File: config.mk
export PLATFORM = sky130hd
export DESIGN_NAME = ocd_core
export DESIGN_NICKNAME = d
export VERILOG_FILES = /design/src/common/ocd_pkg.sv /design/src/rtl/ocd_core.sv /design/src/rtl/ocd_table.sv
export SDC_FILE = /design/constraint.sdc
export NUM_CORES = 1
export LEC_CHECK = 0
export BUFFER_PORTS_ARGS = -buffer_cell sky130_fd_sc_hd__buf_2
export CAP_MARGIN = 20
export CORE_MARGIN = 10
export CORE_UTILIZATION = 60
export CTS_BUF_LIST = sky130_fd_sc_hd__clkbuf_16
export CTS_CLUSTER_SIZE = 10
export DETAILED_ROUTE_END_ITERATION = 8
export GPL_ROUTABILITY_DRIVEN = 0
export PLACE_DENSITY_LB_ADDON = 0.15
export SYNTH_ARGS = -nofsm -noshare
export SYNTH_HDL_FRONTEND = slang
export SYNTH_SLANG_ARGS = --single-unit
File: constraint.sdc
create_clock -name clk -period 7.1 [get_ports clk]
set_input_delay 0.355 -clock clk [delete_from_list [all_inputs] [get_ports clk]]
set_output_delay 0.355 -clock clk [all_outputs]
set_load 0.05 [all_outputs]
File: src/common/ocd_pkg.sv
// package for the operation_code_byte decode and timing block
// assumes one 200 MHz clock; program memory answers fetches with a byte
// Notes on behaviour
// - every instruction starts with one operation_code_byte byte
// - operation_code_byte alone gives length one to three
// - register operand picks R0..R7 of bank
// - direct below 128 RAM, else special space
// - indirect address from R0 or R1
// - immediate taken from instruction bytes, 8 or 16
// - 16-bit target reaches whole program space
// - 11-bit target keeps page of next instruction
// - relative offset signed, added to next address
// - bit operand addresses RAM or special bit
// - add, addc, subb decode in pattern, short
// - data pointer increment takes two cycles: 24 clocks in 12T mode, 12 in 6T
// - multiply and divide take four cycles
// - logic ops; direct-immediate forms three bytes, long
// - moves into accumulator decode, short
// - duration in oscillator clocks, 6T halves
// - mode bit 1 gives 12 clocks, 0 gives 6
package ocd_pkg;
    localparam logic [3:0] MC_CLK_12T = 4'hc;
    localparam logic [3:0] MC_CLK_6T = 4'h6;
    localparam logic [7:0] DIRECT_SPECIAL_BASE = 8'h80;
    localparam logic [7:0] OP_NOP = 8'h00;
    localparam logic [7:0] OP_INC_DPTR16 = 8'ha3;
    localparam logic [7:0] OP_MUL = 8'ha4;
    localparam logic [7:0] OP_DIV = 8'h84;
    localparam logic [7:0] OP_LCALL = 8'h12;
    localparam logic [7:0] OP_LJMP = 8'h02;
    localparam logic [7:0] OP_MOV_DPTR16 = 8'h90;
    localparam logic [7:0] OP_SJMP = 8'h80;

    typedef enum logic [2:0] {
        OPND_NONE = 3'b000,
        OPND_REG = 3'b001,
        OPND_DIRECT = 3'b010,
        OPND_INDIRECT = 3'b011,
        OPND_IMM = 3'b100,
        OPND_DIR_IMM = 3'b101,
        OPND_ACC = 3'b110
    } ocd_opnd_type;

    typedef enum logic [1:0] {
        SPACE_NONE = 2'b00,
        SPACE_RAM = 2'b01,
        SPACE_SPECIAL = 2'b10
    } ocd_space_type;

    // what one decoded instruction looks like
    typedef struct packed {
        logic [7:0] operation_code_byte;
        logic [1:0] length;
        logic [2:0] mcycles;
        ocd_opnd_type opnd;
        logic [2:0] reg_num;
        logic ptr_sel;
        logic known;
    } ocd_decode_type;

    // operand-derived results
    typedef struct packed {
        logic [7:0] direct_addr;
        ocd_space_type direct_space;
        logic [15:0] imm16;
        logic [15:0] target;
        logic target_valid;
        logic [7:0] bit_addr;
        ocd_space_type bit_space;
    } ocd_operand_type;
endpackage

File: src/rtl/ocd_core.sv
`timescale 1ns/1ps
// operation_code_byte fetch, operand gathering and instruction timing
// assumes program memory returns pm_data with pm_valid after pm_req
module ocd_core (
    // clock and reset
    input wire logic clk,
    input wire logic rst_n,
    // configuration: 1 = 12 clocks per machine cycle, 0 = 6
    input wire logic half_cycle_mode_sel,
    // active register bank and pointer register contents
    input wire logic [1:0] reg_bank,
    input wire logic [7:0] r0_value,
    input wire logic [7:0] r1_value,
    // program memory
    input wire logic [7:0] pm_data,
    input wire logic pm_valid,
    output logic pm_req,
    output logic [15:0] pm_addr,
    // decoded instruction
    output ocd_pkg::ocd_decode_type instr,
    output ocd_pkg::ocd_operand_type operand,
    output logic [7:0] reg_ram_addr,
    output logic [7:0] indirect_addr,
    output logic [7:0] clock_count,
    output logic instr_valid,
    output logic instr_done
);
    typedef enum logic [2:0] {
        ST_FETCH = 3'b000,
        ST_WAIT_OP = 3'b001,
        ST_WAIT_B2 = 3'b010,
        ST_WAIT_B3 = 3'b011,
        ST_EXEC = 3'b100
    } ocd_state_type;

    logic rst_meta;
    logic rst_sync;
    ocd_state_type state;
    ocd_state_type next_state;
    ocd_pkg::ocd_decode_type tbl;
    ocd_pkg::ocd_decode_type next_instr;
    ocd_pkg::ocd_operand_type next_operand;
    logic [7:0] byte2;
    logic [7:0] byte3;
    logic [7:0] next_byte2;
    logic [7:0] next_byte3;
    logic [15:0] pc;
    logic [15:0] next_pc;
    logic [15:0] next_pm_addr;
    logic next_pm_req;
    logic [7:0] next_reg_ram_addr;
    logic [7:0] next_indirect_addr;
    logic [7:0] next_clock_count;
    logic [7:0] clk_left;
    logic [7:0] next_clk_left;
    logic next_instr_valid;
    logic next_instr_done;

    // next-instruction address used by page and relative targets
    function automatic logic [15:0] page_target(input logic [15:0] nxt,
                                                input logic [7:0] op,
                                                input logic [7:0] lo8);
        return {nxt[15:11], op[7:5], lo8};
    endfunction

    function automatic ocd_pkg::ocd_space_type space_of(
        input logic [7:0] a);
        return (a < ocd_pkg::DIRECT_SPECIAL_BASE) ? ocd_pkg::SPACE_RAM
                                                  : ocd_pkg::SPACE_SPECIAL;
    endfunction

    always_ff @(posedge clk or negedge rst_n) begin
        if (!rst_n) begin
            rst_meta <= 1'b0;
            rst_sync <= 1'b0;
        end else begin
            rst_meta <= 1'b1;
            rst_sync <= rst_meta;
        end
    end

    ocd_table u_table (
        .operation_code_byte(pm_data),
        .dec(tbl)
    );

    always_comb begin
        logic [7:0] mc_clk;
        logic [15:0] nxt_addr;
        logic [7:0] dir;
        mc_clk = half_cycle_mode_sel ? {4'h0, ocd_pkg::MC_CLK_12T}
                                     : {4'h0, ocd_pkg::MC_CLK_6T};
        nxt_addr = pc + {14'h0000, instr.length};
        dir = byte2;
        next_state = state;
        next_instr = instr;
        next_operand = operand;
        next_byte2 = byte2;
        next_byte3 = byte3;
        next_pc = pc;
        next_pm_addr = pm_addr;
        next_pm_req = 1'b0;
        next_reg_ram_addr = reg_ram_addr;
        next_indirect_addr = indirect_addr;
        next_clock_count = clock_count;
        next_clk_left = clk_left;
        next_instr_valid = instr_valid;
        next_instr_done = 1'b0;
        case (state)
            ST_FETCH: begin
                next_pm_req = 1'b1;
                next_pm_addr = pc;
                next_instr_valid = 1'b0;
                next_state = ST_WAIT_OP;
            end
            ST_WAIT_OP: begin
                if (pm_valid) begin
                    next_instr = tbl;
                    next_clock_count = 8'(tbl.mcycles * mc_clk);
                    next_reg_ram_addr = {3'b000, reg_bank, tbl.reg_num};
                    next_indirect_addr = tbl.ptr_sel ? r1_value
                                                     : r0_value;
                    if (tbl.length > 2'd1) begin
                        next_pm_req = 1'b1;
                        next_pm_addr = pc + 16'h0001;
                        next_state = ST_WAIT_B2;
                    end else begin
                        next_state = ST_EXEC;
                    end
                end
            end
            ST_WAIT_B2: begin
                if (pm_valid) begin
                    next_byte2 = pm_data;
                    if (instr.length == 2'd3) begin
                        next_pm_req = 1'b1;
                        next_pm_addr = pc + 16'h0002;
                        next_state = ST_WAIT_B3;
                    end else begin
                        next_state = ST_EXEC;
                    end
                end
            end
            ST_WAIT_B3: begin
                if (pm_valid) begin
                    next_byte3 = pm_data;
                    next_state = ST_EXEC;
                end
            end
            ST_EXEC: begin
                if (!instr_valid) begin
                    next_instr_valid = 1'b1;
                    next_clk_left = clock_count - 8'h01;
                    next_operand = '0;
                    next_operand.imm16 = {byte2, byte3};
                    if (instr.opnd == ocd_pkg::OPND_DIRECT ||
                        instr.opnd == ocd_pkg::OPND_DIR_IMM) begin
                        next_operand.direct_addr = dir;
                        next_operand.direct_space = space_of(dir);
                    end
                    if (instr.opnd == ocd_pkg::OPND_DIR_IMM ||
                        instr.opnd == ocd_pkg::OPND_IMM) begin
                        next_operand.imm16 = (instr.length == 2'd3)
                            ? {byte2, byte3} : {8'h00, byte2};
                    end
                    // bit address: low half is RAM bit area, high half special
                    next_operand.bit_addr = byte2;
                    next_operand.bit_space = space_of(byte2);
                    if (instr.operation_code_byte == ocd_pkg::OP_LCALL ||
                        instr.operation_code_byte == ocd_pkg::OP_LJMP) begin
                        next_operand.target = {byte2, byte3};
                        next_operand.target_valid = 1'b1;
                    end else if (instr.operation_code_byte[3:0] == 4'h1) begin
                        next_operand.target = page_target(nxt_addr,
                            instr.operation_code_byte, byte2);
                        next_operand.target_valid = 1'b1;
                    end else if (instr.operation_code_byte ==
                                 ocd_pkg::OP_SJMP) begin
                        next_operand.target = nxt_addr +
                            {{8{byte2[7]}}, byte2};
                        next_operand.target_valid = 1'b1;
                    end
                end else if (clk_left != 8'h00) begin
                    next_clk_left = clk_left - 8'h01;
                end else begin
                    next_instr_done = 1'b1;
                    next_instr_valid = 1'b0;
                    next_pc = nxt_addr;
                    next_state = ST_FETCH;
                end
            end
            default: begin
                next_state = ST_FETCH;
            end
        endcase
    end

    always_ff @(posedge clk or negedge rst_sync) begin
        if (!rst_sync) begin
            state <= ST_FETCH;
            instr <= '0;
            operand <= '0;
            byte2 <= 8'h00;
            byte3 <= 8'h00;
            pc <= 16'h0000;
            pm_addr <= 16'h0000;
            pm_req <= 1'b0;
            reg_ram_addr <= 8'h00;
            indirect_addr <= 8'h00;
            clock_count <= 8'h00;
            clk_left <= 8'h00;
            instr_valid <= 1'b0;
            instr_done <= 1'b0;
        end else begin
            state <= next_state;
            instr <= next_instr;
            operand <= next_operand;
            byte2 <= next_byte2;
            byte3 <= next_byte3;
            pc <= next_pc;
            pm_addr <= next_pm_addr;
            pm_req <= next_pm_req;
            reg_ram_addr <= next_reg_ram_addr;
            indirect_addr <= next_indirect_addr;
            clock_count <= next_clock_count;
            clk_left <= next_clk_left;
            instr_valid <= next_instr_valid;
            instr_done <= next_instr_done;
        end
    end
endmodule // ocd_core

File: src/rtl/ocd_table.sv
`timescale 1ns/1ps
// combinational operation_code_byte table: length, machine cycles, operand form
// assumes the operation_code_byte byte is stable while it is looked at
module ocd_table (
    // operation_code_byte in
    input wire logic [7:0] operation_code_byte,
    // decode out
    output ocd_pkg::ocd_decode_type dec
);
    logic [3:0] hi;
    logic [3:0] lo;

    always_comb begin
        hi = operation_code_byte[7:4];
        lo = operation_code_byte[3:0];
        dec = '0;
        dec.operation_code_byte = operation_code_byte;
        dec.reg_num = operation_code_byte[2:0];
        dec.ptr_sel = operation_code_byte[0];
        dec.length = 2'd1;
        dec.mcycles = 3'd1;
        dec.opnd = ocd_pkg::OPND_NONE;
        dec.known = 1'b0;
        if (operation_code_byte == ocd_pkg::OP_NOP) begin
            dec.known = 1'b1;
        end else if (operation_code_byte == ocd_pkg::OP_INC_DPTR16) begin
            dec.known = 1'b1;
            dec.mcycles = 3'd2;
        end else if (operation_code_byte == ocd_pkg::OP_MUL ||
                     operation_code_byte == ocd_pkg::OP_DIV) begin
            dec.known = 1'b1;
            dec.mcycles = 3'd4;
        end else if (operation_code_byte == ocd_pkg::OP_LCALL ||
                     operation_code_byte == ocd_pkg::OP_LJMP) begin
            dec.known = 1'b1;
            dec.length = 2'd3;
            dec.mcycles = 3'd2;
            dec.opnd = ocd_pkg::OPND_IMM;
        end else if (operation_code_byte == ocd_pkg::OP_SJMP) begin
            dec.known = 1'b1;
            dec.length = 2'd2;
            dec.mcycles = 3'd2;
            dec.opnd = ocd_pkg::OPND_IMM;
        end else if (lo == 4'h1) begin
            dec.known = 1'b1;
            dec.length = 2'd2;
            dec.mcycles = 3'd2;
            dec.opnd = ocd_pkg::OPND_IMM;
        end else if (lo == 4'h3 && (hi <= 4'h3)) begin
            dec.known = 1'b1;
        end else if (lo == 4'h4 && (hi == 4'hc || hi == 4'hd ||
                     hi == 4'he || hi == 4'hf)) begin
            dec.known = 1'b1;
        end else if (hi <= 4'h1 || hi == 4'h2 || hi == 4'h3 ||
                     hi == 4'h4 || hi == 4'h5 || hi == 4'h6 ||
                     hi == 4'h9 || hi == 4'he) begin
            // arithmetic, inc/dec, logic and move-to-acc share one layout
            if (lo[3]) begin
                dec.known = 1'b1;
                dec.opnd = ocd_pkg::OPND_REG;
            end else if (lo[3:1] == 3'b011) begin
                dec.known = 1'b1;
                dec.opnd = ocd_pkg::OPND_INDIRECT;
            end else if (lo == 4'h5) begin
                dec.known = 1'b1;
                dec.length = 2'd2;
                dec.opnd = ocd_pkg::OPND_DIRECT;
            end else if (lo == 4'h4) begin
                dec.known = (hi >= 4'h2) && (hi != 4'he);
                if (hi <= 4'h1) begin
                    dec.known = 1'b1;
                    dec.opnd = ocd_pkg::OPND_ACC;
                end else begin
                    dec.length = 2'd2;
                    dec.opnd = ocd_pkg::OPND_IMM;
                end
            end else if (lo == 4'h2 && hi >= 4'h4 && hi <= 4'h6) begin
                dec.known = 1'b1;
                dec.length = 2'd2;
                dec.opnd = ocd_pkg::OPND_DIRECT;
            end else if (lo == 4'h3 && hi >= 4'h4 && hi <= 4'h6) begin
                dec.known = 1'b1;
                dec.length = 2'd3;
                dec.mcycles = 3'd2;
                dec.opnd = ocd_pkg::OPND_DIR_IMM;
            end
        end
        if (operation_code_byte == 8'h32 || operation_code_byte == 8'h22)
        begin
            dec.known = 1'b0;
        end
        if (!dec.known) begin
            dec.length = 2'd1;
            dec.mcycles = 3'd1;
            dec.opnd = ocd_pkg::OPND_NONE;
        end
    end
endmodule // ocd_table

==> metrics <==
Die Area=0.0187 mm^2; share of layout cells above drive strength 1=0.222; Worst path slowest cell=fa_1; Setup TNS=0 ns; crit path cell chain=ha_1 -> fa_1 -> and3_1 -> nand3_1 -> xnor2_1 -> ha_1 -> a21o_1 -> a221o_1 -> o21ai_0 -> a21boi_0 -> o21a_1 -> o31ai_1; CTS Hold Buffers Added=1; crit-path max FO=5; Area Growth Syn to Fin=15.9%; Worst Tran Pin Value=1.10 ns; r2r setup slk=3.70 ns; synth warn=0; H-tree depth=4; combinational fraction of design power=0.469; Final Critical Period=3.40 ns; drt first pass iters=5; Worst Path Required=7.42 ns; Die Wd=137 um; run status=finished, final reports clean; setup ws final=3.70 ns; fmax=0.294 GHz; Clock Sinks=148; Fin Clk Skew=0.00738 ns; Worst setup EP type=flip-flop; setup bufs post-CTS=0; Row Count=42; via count=6778; post-DR wirelength/cell=18.0 um; clock latency on the worst-skew pair=0.42 ns; post-detail-place hpwl=14900 um; DR vias/cell=5.86; RSZ-0062 raised after global routing=no; Syn Inst Count=860; Chip Height=137 um; largest net degree at the start of global routing=71; Fill cells=1059; total grt overflow=0; Internal=2.30 mW; CTS tree=built; CP startpoint kind=flip-flop; CP most frequent cell=ha_1; count of cell types in the netlist=63; Synth async-reset ratio=1.00; maxcap violations=0; final setup fails=0; synthesized cell area=0.00820 mm^2; critical path class=flip-flop to flip-flop; clock network fraction of total power=0.204; Final Hold Viols=0; period utilisation layout=0.479; number of global-route vias before repair=6545; final net count=1027; switching share of power=0.487; leakage power=4.82 nW; met3 Resource Use GR=0.0667; busiest grt layer=met2; Min Hold Slack=0.118 ns; flops & latches, synth=148; Detail Route Antenna Nets=0; Root Buffer=clkbuf_16; Sequential Power Share=0.327; first-pass GRT wire length=33300 um; gr usage total=0.222; initial antenna violation count=0; M1 GR Usage=0.280; Max Transition Viols Final=0; worst path arrival time=3.72 ns; ant diodes=0; final wirelength=20900 um; P_sw=2.18 mW; clock buffer depth=2; IO Count=147; post-synthesis sequential area ratio=0.452; post-cts sizing count=0; # port buffers=141; GR Util met2=0.354; Main synth FF type=dfrtp_1; iteration-0 DRC count of the detailed router=529; clk slew on worst S/H paths=0.06 ns; number of synthesized flops with an enable pin=0; Avg Cell Area, Syn=9.54 um^2; initial core utilization=0.617; core area=0.0133 mm^2; TritonCTS Buffers=17; relative slew slack=0.263; power per cell area=471 mW/mm^2; DRC=0; slowest stage delay, CP=0.43 ns; worst slack at placement=3.73 ns; Peak VDD IR=0.000364 V; Hold Crit Class=primary input to flip-flop
cells in the final DEF, fill, tap and decap left out, types with 5 or more instances in the layout:
cell type | synthesis | layout
nand2_1 | 144 | 144
a221oi_1 | 10 | 10
clkbuf_16 | 0 | 17
inv_1 | 16 | 19
dfrtp_1 | 148 | 147
nor3_1 | 23 | 23
o21ai_0 | 62 | 62
a21oi_1 | 34 | 34
nor2b_1 | 12 | 12
nand3_1 | 24 | 23
nand3b_1 | 5 | 5
buf_4 | 14 | 6
mux2_2 | 25 | 25
xor2_1 | 27 | 27
a21o_1 | 8 | 8
nand4_1 | 6 | 6
ha_1 | 25 | 25
a222oi_1 | 5 | 5
and3_1 | 9 | 9
xnor2_1 | 33 | 33
mux2i_1 | 18 | 18
conb_1 | 2 | 6
a22o_1 | 16 | 16
mux2_4 | 7 | 7
nand2b_1 | 11 | 11
nor2_1 | 48 | 48
o22ai_1 | 8 | 8
and2_1 | 7 | 7
buf_2 | 1 | 141
state kept, by name (all words and copies together) (netlist names):
name	flops
pm_addr	16
rst_meta	1
clk_left	8
byte3	8
instr	17
reg_ram_addr	2
pc	16
pm_req	1
byte2	8
rst_sync	1
instr_done	1
operand	51
clock_count	6
instr_valid	1
indirect_addr	8
state	3
synth_stat cells, drive strengths merged, types with 16 or more instances:
cell type  number  area [um^2]
a21oi          34          170
a22o           16          140
buf            20          144
clkbuf         43          161
dfrtp         148         3700
ha             25          313
inv            17         66.3
mux2           32          387
mux2i          18          180
nand2         144          541
nand3          24          120
nor2           48          180
nor3           23          115
o21ai          63          327
xnor2          33          289
xor2           27          236
critical path: cells and delay by family, from the launching register on:
kind / cells / cell delay, ns
compound gates: 6 / 1.39
xor+xnor: 1 / 0.13
fa+ha+maj: 3 / 0.98
flops: 1 / 0.42
simple gates: 2 / 0.36
layer usage:
layer,share of wire,vias to the layer above
met2,0.47,273
li1,-,3208
met1,0.42,3263
met4,0.021,0
met3,0.088,34
met5,0,-
power groups by stage:
stage	registers, mW	logic, mW	clock network (mW)
floorplan	2.08	0.967	0
global placement	1.46	2.08	0
detailed placement	1.47	2.11	0
CTS	1.46	2.12	0.919
global route	1.50	2.25	0.956
finish	1.46	2.10	0.912
stage by stage:
step / utilization / instances / cell area [um^2] / power [mW]
floorplan: - / 864 / 8220 / 3.05
global placement: 0.669 / 1124 / 8890 / 3.54
detailed placement: 0.669 / 1124 / 8890 / 3.58
CTS: 0.715 / 1157 / 9500 / 4.49
global route: 0.715 / 1157 / 9500 / 4.71
finish: 0.715 / 1157 / 9500 / 4.48
cells by family after synthesis:
| group | count (synthesis) | share of synthesized area |
|---|---|---|
| AND/OR/NAND/NOR | 311 | 0.175 |
| AO/OA/AOI/OAI | 179 | 0.143 |
| flip-flops | 148 | 0.452 |
| buffers and inverters | 80 | 0.0453 |
| XOR/XNOR | 61 | 0.0668 |
| multiplexers | 50 | 0.0691 |
| adder cells (fa/ha/maj) | 29 | 0.0479 |
| other | 2 | 0.000916 |
area by class of cell:
type                            instances  area [um^2]  area share
Multi-Input combinational cell        636         4150       0.437
Sequential cell                       148         3710       0.390
Timing Repair Buffer                  148          761      0.0801
Clock buffer                           17          425      0.0448
Tap cell                              176          220      0.0232
Clock inverter                         15          173      0.0182
Inverter                               17         66.3     0.00698
worst paths after layout:
path,startpoint,endpoint,cells past startpoint
hold reg to reg,rst_meta$_DFF_PN0_,rst_sync$_DFF_PN0_,0
setup reg to reg,instr[11]$_DFFE_PN0P_,operand[23]$_DFFE_PN0P_,12
min in group asynchronous,rst_n,rst_sync$_DFF_PN0_,2
max in group asynchronous,rst_sync$_DFF_PN0_,operand[6]$_DFFE_PN0P_,1
hold / removal,reg_bank[0],reg_ram_addr[3]$_DFFE_PN0P_,3
setup / recovery,instr[11]$_DFFE_PN0P_,operand[23]$_DFFE_PN0P_,12
Power figures use the tool's default switching activity.
